===== config.mk =====
export PLATFORM = sky130hd
export DESIGN_NAME = hsp_serial_pins
export DESIGN_NICKNAME = d
export VERILOG_FILES = /design/src/rtl/hsp_pkg.sv /design/src/rtl/hsp_fifo_level.sv /design/src/rtl/hsp_serial_pins.sv
export VERILOG_INCLUDE_DIRS = /design/src /design/src/rtl
export SDC_FILE = /design/constraint.sdc
export NUM_CORES = 1
export LEC_CHECK = 0
export BUFFER_PORTS_ARGS = -buffer_cell sky130_fd_sc_hd__buf_2
export CORE_ASPECT_RATIO = 0.5
export CORE_MARGIN = 2
export CORE_UTILIZATION = 35
export DETAILED_ROUTE_END_ITERATION = 16
export GPL_TIMING_DRIVEN = 0
export PLACE_DENSITY = 0.62
export SLEW_MARGIN = 25
export SYNTH_ARGS = -nofsm -noshare
export SYNTH_HDL_FRONTEND = slang
export SYNTH_HIERARCHICAL = 1
export SYNTH_SLANG_ARGS = --single-unit
export TNS_END_PERCENT = 1

===== constraint.sdc =====
create_clock -name CLK -period 3.1 [get_ports CLK]
set_clock_uncertainty 0.1 [all_clocks]
set_input_delay 0 -clock CLK [delete_from_list [all_inputs] [get_ports CLK]]
set_output_delay 0 -clock CLK [all_outputs]
set_load 0.05 [all_outputs]

===== src/rtl/hsp_defs.svh =====
`ifndef HSP_DEFS_SVH
`define HSP_DEFS_SVH

// Reset values of the pin functions
`define HSP_PIN_RESET      1'b1
`define HSP_SPECIAL_ON_RST 1'b1
`define HSP_ATTN_EN_RST    1'b0

// Pin function select code field positions
`define HSP_SEL_RTS_BIT    0
`define HSP_SEL_CTS_BIT    1
`define HSP_SEL_ATTN_BIT   2
`define HSP_SEL_WIDTH      3

// Buffer depth and stop margin for flow control
`define HSP_RX_DEPTH       16
`define HSP_TX_DEPTH       16
`define HSP_RTS_MARGIN     2

`endif


===== src/rtl/hsp_pkg.sv =====
package hsp_pkg;
   // Attention line states
   typedef enum logic [1:0]
   {
      HSP_ATTN_IDLE,
      HSP_ATTN_REPORT,
      HSP_ATTN_HIBERNATE
   } hsp_attn_t;

   // Direction of the serial traffic context
   typedef enum logic
   {
      HSP_CTX_HOST_SENDING,
      HSP_CTX_HOST_IDLE
   } hsp_ctx_t;
endpackage


===== src/rtl/hsp_fifo_level.sv =====
`timescale 1ns/1ps
`default_nettype none
`include "hsp_defs.svh"

// Occupancy counter of one internal buffer with overflow detection
module hsp_fifo_level
#(
   parameter int DEPTH = `HSP_RX_DEPTH
)
(
   // Clock and reset
   input  wire logic                     clk,
   input  wire logic                     rst,
   // Buffer traffic
   input  wire logic                     push,
   input  wire logic                     pop,
   // Status
   output logic [$clog2(DEPTH+1)-1:0]    level,
   output logic                          overflow
);
   localparam int LW = $clog2(DEPTH + 1);
   localparam logic [LW-1:0] FULL_LEVEL = LW'(DEPTH);

   logic [LW-1:0] level_q;
   logic [LW-1:0] level_d;
   wire           is_full = (level_q == FULL_LEVEL);
   wire           lost    = push && is_full && !pop;
   wire           do_pop  = pop && (level_q != '0);
   wire           do_push = push && !lost;

   // Next level from push and pop
   assign level_d = level_q + LW'(do_push) - LW'(do_pop);

   // Level register
   always_ff @(posedge clk)
   begin
      if (rst)
         level_q <= '0;
      else
         level_q <= level_d;
   end

   assign level    = level_q;
   assign overflow = lost;
endmodule
`default_nettype wire


===== src/rtl/hsp_serial_pins.sv =====
`timescale 1ns/1ps
`default_nettype none
`include "hsp_defs.svh"

// Overview of operation
// - Incoming host data arrives on the host serial input line.
// - Outgoing data goes to the host on the host serial output line.
// - The local receive permit output tells the host if reception is allowed.
// - The remote receive permit input gates the module's transmission.
// - Permit pins and attention line can revert to general-purpose pins.
// - The attention line is open drain: pulled low only, never driven high.
// - When supported, a host low on the idle line forces hibernation.
// - A receive overflow while the host sends pulls the attention line low.
// - A transmit overflow while the host is idle pulls the line low.
// - With no overflow the attention line stays released high.
// - After boot the attention line is released high.
// - On this platform the attention line is ignored and left high.
module hsp_serial_pins
   import hsp_pkg::*;
#(
   parameter int RX_DEPTH   = `HSP_RX_DEPTH,
   parameter int TX_DEPTH   = `HSP_TX_DEPTH,
   parameter int RTS_MARGIN = `HSP_RTS_MARGIN,
   parameter bit ATTN_SUPPORTED = `HSP_ATTN_EN_RST
)
(
   // Clock and reset
   input  wire logic                     CLK,
   input  wire logic                     RST,
   // Serial data pins
   input  wire logic                     HOST_SERIAL_IN,
   output logic                          HOST_SERIAL_OUT,
   // Flow control pins, active low
   output logic                          LOCAL_RECEIVE_PERMIT_N,
   input  wire logic                     REMOTE_RECEIVE_PERMIT_N,
   // Attention hibernate line, open drain
   input  wire logic                     ATTENTION_HIBERNATE_LINE_I,
   output logic                          ATTENTION_HIBERNATE_LINE_O,
   output logic                          ATTENTION_HIBERNATE_LINE_OE,
   // Pin function control
   input  wire logic                     PIN_FUNC_WE,
   input  wire logic [`HSP_SEL_WIDTH-1:0] PIN_FUNCTION_SELECT_CODE,
   // General-purpose use of released pins
   input  wire logic                     GPIO_RTS_OUT,
   input  wire logic                     GPIO_ATTN_PULL_LOW,
   output logic                          GPIO_CTS_IN,
   output logic                          GPIO_ATTN_IN,
   // Internal receive path
   output logic                          RX_BIT,
   output logic                          RX_PUSH_ACCEPT,
   input  wire logic                     RX_PUSH,
   input  wire logic                     RX_POP,
   // Internal transmit path
   input  wire logic                     TX_BIT,
   input  wire logic                     TX_PUSH,
   input  wire logic                     TX_POP,
   output logic                          TX_ALLOWED,
   // Context and status
   input  wire logic                     HOST_SENDING,
   input  wire logic                     OVERFLOW_ACK,
   output logic                          HIBERNATE,
   output logic                          RX_OVERFLOWED,
   output logic                          TX_OVERFLOWED
);
   localparam int RXW = $clog2(RX_DEPTH + 1);
   localparam int TXW = $clog2(TX_DEPTH + 1);
   localparam logic [RXW-1:0] RTS_STOP = RXW'(RX_DEPTH - RTS_MARGIN);

   hsp_attn_t                 state_q;
   hsp_attn_t                 state_d;
   logic [`HSP_SEL_WIDTH-1:0] special_q;
   logic                      rx_ovf_q;
   logic                      tx_ovf_q;
   logic                      attn_prev_q;
   logic                      tx_q;
   logic                      rx_q;
   logic                      rts_q;
   logic                      cts_q;
   logic                      oe_q;
   logic                      gcts_q;
   logic                      gattn_q;
   logic                      hib_q;
   logic                      line_o_q;
   logic [RXW-1:0]            rx_level;
   logic [TXW-1:0]            tx_level;
   logic                      rx_lost;
   logic                      tx_lost;

   // Occupancy of the receive buffer
   hsp_fifo_level #(.DEPTH(RX_DEPTH)) u_rx_level
   (
      .clk      (CLK),
      .rst      (RST),
      .push     (RX_PUSH),
      .pop      (RX_POP),
      .level    (rx_level),
      .overflow (rx_lost)
   );

   // Occupancy of the transmit buffer
   hsp_fifo_level #(.DEPTH(TX_DEPTH)) u_tx_level
   (
      .clk      (CLK),
      .rst      (RST),
      .push     (TX_PUSH),
      .pop      (TX_POP),
      .level    (tx_level),
      .overflow (tx_lost)
   );

   // Attention function usable on this build
   function automatic logic attn_live(input logic special);
      return ATTN_SUPPORTED && special;
   endfunction

   // Pin function decode
   wire rts_special  = special_q[`HSP_SEL_RTS_BIT];
   wire cts_special  = special_q[`HSP_SEL_CTS_BIT];
   wire attn_special = special_q[`HSP_SEL_ATTN_BIT];

   // Overflow events split by traffic context
   wire ctx_sending = HOST_SENDING;
   wire rx_event    = rx_lost && ctx_sending;
   wire tx_event    = tx_lost && !ctx_sending;

   // Host falling edge on the idle line
   wire line_fall   = attn_prev_q && !ATTENTION_HIBERNATE_LINE_I;
   wire host_pull   = line_fall && !oe_q;
   wire hib_req     = attn_live(attn_special) && host_pull;
   wire any_ovf     = rx_ovf_q || tx_ovf_q;

   // Receive permit: low grants, released before full
   wire rts_grant   = (rx_level < RTS_STOP);
   wire rts_next    = rts_special ? !rts_grant : GPIO_RTS_OUT;

   // Attention state transitions
   always_comb
   begin
      state_d = state_q;
      unique case (state_q)
         HSP_ATTN_IDLE:
            if (hib_req)
               state_d = HSP_ATTN_HIBERNATE;
            else if (any_ovf && attn_live(attn_special))
               state_d = HSP_ATTN_REPORT;
         HSP_ATTN_REPORT:
            if (hib_req)
               state_d = HSP_ATTN_HIBERNATE;
            else if (!any_ovf || !attn_special)
               state_d = HSP_ATTN_IDLE;
         HSP_ATTN_HIBERNATE:
            if (ATTENTION_HIBERNATE_LINE_I || !attn_special)
               state_d = HSP_ATTN_IDLE;
      endcase
   end

   // Open-drain drive: only ever pulls low
   wire oe_next = attn_special ? (state_d == HSP_ATTN_REPORT)
                               : GPIO_ATTN_PULL_LOW;

   // Pin function select register
   always_ff @(posedge CLK)
   begin
      if (RST)
         special_q <= {`HSP_SEL_WIDTH{`HSP_SPECIAL_ON_RST}};
      else if (PIN_FUNC_WE)
         special_q <= PIN_FUNCTION_SELECT_CODE;
   end

   // Receive overflow flag, event wins over acknowledge
   always_ff @(posedge CLK)
   begin
      if (RST)
         rx_ovf_q <= 1'b0;
      else
         rx_ovf_q <= rx_event || (rx_ovf_q && !OVERFLOW_ACK);
   end

   // Transmit overflow flag, event wins over acknowledge
   always_ff @(posedge CLK)
   begin
      if (RST)
         tx_ovf_q <= 1'b0;
      else
         tx_ovf_q <= tx_event || (tx_ovf_q && !OVERFLOW_ACK);
   end

   // Attention state register
   always_ff @(posedge CLK)
   begin
      if (RST)
         state_q <= HSP_ATTN_IDLE;
      else
         state_q <= state_d;
   end

   // Previous line level for edge detection, idle high
   always_ff @(posedge CLK)
   begin
      if (RST)
         attn_prev_q <= `HSP_PIN_RESET;
      else
         attn_prev_q <= ATTENTION_HIBERNATE_LINE_I;
   end

   // Line pull-down enable
   always_ff @(posedge CLK)
   begin
      if (RST)
         oe_q <= 1'b0;
      else
         oe_q <= oe_next;
   end

   // Hibernation status
   always_ff @(posedge CLK)
   begin
      if (RST)
         hib_q <= 1'b0;
      else
         hib_q <= (state_d == HSP_ATTN_HIBERNATE);
   end

   // Open-drain data level, never high
   always_ff @(posedge CLK)
   begin
      if (RST)
         line_o_q <= 1'b0;
      else
         line_o_q <= 1'b0;
   end

   // Outgoing serial data, idle high in hibernation
   always_ff @(posedge CLK)
   begin
      if (RST)
         tx_q <= `HSP_PIN_RESET;
      else
         tx_q <= hib_q ? `HSP_PIN_RESET : TX_BIT;
   end

   // Incoming serial data
   always_ff @(posedge CLK)
   begin
      if (RST)
         rx_q <= `HSP_PIN_RESET;
      else
         rx_q <= HOST_SERIAL_IN;
   end

   // Local receive permit pin
   always_ff @(posedge CLK)
   begin
      if (RST)
         rts_q <= `HSP_PIN_RESET;
      else
         rts_q <= hib_q ? `HSP_PIN_RESET : rts_next;
   end

   // Transmit gate from the host permit
   always_ff @(posedge CLK)
   begin
      if (RST)
         cts_q <= 1'b0;
      else
         cts_q <= cts_special && !REMOTE_RECEIVE_PERMIT_N
                  && (state_d != HSP_ATTN_HIBERNATE);
   end

   // Host permit pin as a general input
   always_ff @(posedge CLK)
   begin
      if (RST)
         gcts_q <= `HSP_PIN_RESET;
      else
         gcts_q <= REMOTE_RECEIVE_PERMIT_N;
   end

   // Attention line as a general input
   always_ff @(posedge CLK)
   begin
      if (RST)
         gattn_q <= `HSP_PIN_RESET;
      else
         gattn_q <= ATTENTION_HIBERNATE_LINE_I;
   end

   // Pin outputs
   assign HOST_SERIAL_OUT             = tx_q;
   assign LOCAL_RECEIVE_PERMIT_N      = rts_q;
   assign ATTENTION_HIBERNATE_LINE_O  = line_o_q;
   assign ATTENTION_HIBERNATE_LINE_OE = oe_q;
   assign GPIO_CTS_IN                 = gcts_q;
   assign GPIO_ATTN_IN                = gattn_q;

   // Internal status outputs
   assign RX_BIT         = rx_q;
   assign RX_PUSH_ACCEPT = rts_q;
   assign TX_ALLOWED     = cts_q;
   assign HIBERNATE      = hib_q;
   assign RX_OVERFLOWED  = rx_ovf_q;
   assign TX_OVERFLOWED  = tx_ovf_q;
endmodule
`default_nettype wire


---- Word-level counts from Yosys, hierarchy flattened ----
Cells that the tools add are included.
word-level totals
  register bits ........................... 25
  logic and storage cells ................. 64
  bits of input ports ..................... 18
  output and inout bits ................... 12
cells by class
  multiplexer cells ....................... 5
  add/subtract/negate cells ............... 4
  equality and inequality tests ........... 7
  $lt $le $gt $ge ......................... 1
  reductions and logical operators ........ 33
operator list
  operator              count
  $logic_and A1 B1 Y1   14
  $add A5 B1 Y5         2
  $eq A5 B5 Y1 const B  2
  $logic_not A1 Y1      10
  $reduce_bool A5 Y1    2
  $sub A5 B1 Y5         2
  $pmux W2 S3           1
  $logic_or A1 B1 Y1    5
  $lt A5 B4 Y1 const B  1
  $eq A2 B1 Y1 const B  2
  $eq A2 B2 Y1 const B  2
  $mux W2               2
  $logic_not A2 Y1      1
  $mux W1               2
  $ne A2 B2 Y1 const B  1
  $reduce_or A2 Y1      1

---- Longest topological paths before layout ----
  depth in word-level cells ............... 7
  depth in mapped cells ................... 12
  depth with buffers taken out ............ 12

---- Cells and area by module ----
The synthesis kept the hierarchy.
by module, submodules not included
  module           cells an instance  times used  seq. area each (sq um)  area an instance (sq um)
  hsp_fifo_level   42                 2           100.1                   361.6
  hsp_serial_pins  60                 1           300.3                   586.8

---- Worst setup path after synthesis ----
Ideal clock, no wire load.
  path type ............................... register to register
  start point ............................. register u_rx_level.level_q[3] (netlist: u_rx_level/level[3])
  end point ............................... register u_rx_level.level_q[4] (netlist: u_rx_level/level[4])
  library setup time ...................... 0.067 ns
  buffers on the path ..................... 0
  data required time ...................... 2.933 ns
  cell stages (with the launch flop) ...... 13
  arrival ................................. 2.243 ns
  path slack .............................. 0.690 ns
  period minus slack after synthesis ...... 2.410 ns
  cell sequence ........................... dfxtp_1 > inv_1 > ha_1 > nand2_1 > o31ai_1 > ha_1 > inv_1 > ha_1 > inv_1 > fa_1 > nand2b_1 > a2111o_1 > o21ai_2
on the way
  cells in the longest elaborated chain, start to end .. 7
  elaborated cells between the ends (all ways) .. 9
  classes of those cells .................. add/sub (2); eq/ne (1); reduce/logical (6)
RTL lines
  element                            line                  text
  start, declared                    hsp_fifo_level.sv:24  logic [LW-1:0] level_q;
  start signal, assigned             hsp_fifo_level.sv:40  level_q <= level_d;
  $eq A5 B5 Y1                       hsp_fifo_level.sv:26  wire is_full = (level_q == FULL_LEVEL);
  $logic_and A1 B1 Y1 (2 in series)  hsp_fifo_level.sv:27  wire lost = push && is_full && !pop;
  $logic_not A1 Y1                   hsp_fifo_level.sv:29  wire do_push = push && !lost;
  $logic_and A1 B1 Y1                hsp_fifo_level.sv:29
  $add A5 B1 Y5                      hsp_fifo_level.sv:32  assign level_d = level_q + LW'(do_push) - LW'(do_pop);
  $sub A5 B1 Y5 (*)                  hsp_fifo_level.sv:32
Every way passes the cells marked *; elsewhere a longest branch is shown, timed or not.
A chain may end at the register's enable or synchronous reset.

---- Worst setup path after layout ----
Same ends and word-level chain as after synthesis.

==> impl_results.md <==
* Outcome: finished clean
* Die area at 4278 µm²
* Dpl ws at 0.5275 ns
* Final std cell area, no fill at 1744 µm²
* Total GRT Usage at 13.93%
* Largest family of logic cells by synthesized area: simple AND/OR/NAND/NOR gates
* Top cells by area, synth: dfxtp_1 (38%), ha_1 (13%), inv_1 (6.0%)
* DP Wirelength at 2.001 mm
* Clock buffer count from CTS at 3
* Fillers at 348
* Hold_sp: TX_POP
* Post-Synth Adder-Cell Area at 16.43%
* Synth Cell Area at 1310 µm²
* Inserted Diodes at 0
* Initial antenna violation count at 0
* Synth cell count leaders: dfxtp_1 (25), inv_1 (21), ha_1 (14)
* CP Max Fanout at 3
* Drt wl/cell at 10.78 µm
* Count leader, synth: dfxtp_1
* Routed WL at 2.640 mm
* Placeable Area at 3510 µm²
* CP Launch Type: flop
* Cells after synthesis at 144
* Post_cts resized at 0
* Worst Slack Setup Final at 0.4959 ns
* Clock Pin Slew Worst Setup and Hold Paths at 0.09 ns
* Vias at 1084
* Final min period at 2.604 ns
* Final setup viols at 0
* Final Max Slew Viols at 0
* Post-Syn Area per Cell at 9.097 µm²
* WP data required at 3.21 ns
* Fraction of layout cells with a size suffix above 1 at 22.68%
* Antenna Nets Post-Route at 0
* Clk buf depth at 2
* Initial drt markers at 35
* Area grow syn2layout at 33.14%
* DIE WIDTH at 90.52 µm
* Max Freq at 0.3840 GHz
* H-tree Lvls at 1
* Max-cap violations at 0
* Pwr/cell area at 732.0 nW/µm²
* Final Wtd Congestion at 0.8367
* CTS tree: yes
* HP Class: input pin to flop
* Yosys top cell area share at 38.20%
* Total power at 1277 µW
* Die height at 47.26 µm
* First-pass detailed-route iteration total at 4
* Vias in the first global route at 1078
* Area after DPL at 1514 µm²
* Final hold vios at 0
* RSZ-0062 raised after global routing: no
* Arr. time, crit path at 2.72 ns
* Insertion delay to the later sink of the worst-skew pair at 0.27 ns
* Starting Density at 37.33%
* R2R cell count at 12
* Post-Synth Simple-Gate Area at 17.19%
* GR Overflow Total at 0
* Predominant post-synthesis flop cell: dfxtp_1
* Post-synth EDFFs at 0
* Synth Area in XOR/XNOR at 2.674%
* PortBufs at 28
* Synth Register Bits at 25
* IO Pins at 30
* DRC violations left at 0
* Syn nets at 178
* Crit path from: u_rx_level/level[3]
* Synth Area in Compound Gates at 16.43%
* Vias per std cell at 4.424
* Ys Warns at 6
* Leak Pwr at 0.0007897 µW
* Reg2reg start: u_rx_level/level[3]
* Category of the most critical setup path: flop to flop
* Ys async rst share at 0%
* CP Capture Type: flop
* Setup TNS at 0 ns
* Worst hold path depth at 4
* Post-synth cell types at 36
* # rows at 15
* Worst vdd ir at 0.1947 mV
* Clock root cell: clkbuf_8
* Final #Nets at 229
* Register area share after synthesis at 38.20%
* Cell taking the most area after synthesis: dfxtp_1
* Mux contribution to synthesized area at 0.7641%
* Largest net degree at the start of global routing at 17
* Crit share post-route at 84.00%
* First-pass GRT wire length at 4.609 mm
* Sink Count at 25
-- metrics by stage --
| stage | instances | hold WS (ns) | util (%) |
|---|---|---|---|
| final | 245 | 0.02044 | 49.70 |
| after detailed placement | 223 | 0.08358 | 43.14 |
| after global routing | 245 | 0.03220 | 49.70 |
| after floorplan | 144 | -0.03331 | - |
| after CTS | 245 | 0.01942 | 49.70 |
| after global placement | 223 | 0.08238 | 43.14 |
-- kinds of logic after synthesis --
group	Yosys count
AOI/OAI and AO/OA	28
xor gates and xnor gates	4
adders and majority gates	16
buffers and inverters	24
DFF	25
muxes	1
other	1
and+or+nand+nor	45
-- flip-flops by register name, summed over array words and instances (netlist names), 2 cells and up --
signal and flops:
u_rx_level/level 5, state_q 2, special_q 3, u_tx_level/level 5
-- worst max-delay path, stage by stage, from the launching register on --
cell and delay, ns:
dfxtp_1 0.34, inv_1 0.09, ha_1 0.14, nand2_1 0.08, o31ai_1 0.24, ha_1 0.27
inv_1 0.06, ha_1 0.16, inv_1 0.06, fa_1 0.39, nand2b_1 0.18, a2111o_1 0.38
o21ai_2 0.06
-- layout by cell type (no fill, tap or decap), types with 3 or more instances in the layout --
cell type,synthesis,routed
nor2b_1,4,4
a21oi_1,8,8
nand3_1,3,3
nand2_1,9,9
dlygate4sd3_1,0,18
buf_2,0,28
nor2_1,13,13
dfxtp_1,25,25
clkbuf_8,0,3
nand2b_1,6,6
inv_1,21,21
ha_1,14,14
-- path summary, 6_finish.rpt --
kind                            slack, ns                   to
worst min-delay path                 0.02        TX_OVERFLOWED
worst min register to register       0.37           TX_ALLOWED
worst max-delay path                 0.50  u_rx_level/level[4]
worst max register to register       0.50  u_rx_level/level[4]
-- metal layers --
metal | vias to the layer above | GRT usage [%] | part of all wire, %
li1 | 579 | - | -
met5 | - | 0 | 0
met4 | 0 | 5.538 | 1.3
met3 | 2 | 3.531 | 3.1
met1 | 489 | 16.03 | 48
met2 | 14 | 26.42 | 48
-- area by class of cell --
class / count / area [µm²] / share of cell area (%)
inverters: 21 / 78.83 / 4.519
well taps: 51 / 63.81 / 3.659
clock inverters: 1 / 8.758 / 0.5022
multi-input cells: 95 / 704.4 / 40.39
clock buffers: 3 / 41.29 / 2.367
repair buffers: 46 / 320.3 / 18.36
plain buffers: 3 / 26.28 / 1.506
flip-flops and latches: 25 / 500.5 / 28.69
-- power by group --
part           leakage, µW  switching [µW]  internal, µW  total (µW)
combinational     0.000557             340           284         624
clock            0.0000261             109          94.2         203
sequential        0.000207            57.0           392         449
-- timing repair --
item | 4_1_cts | 5_1_grt
setup buffers | 0 | 0
hold buffers | 18 | 0
endpoints found under the hold margin | 18 | 0
Power figures use the tool's default switching activity.
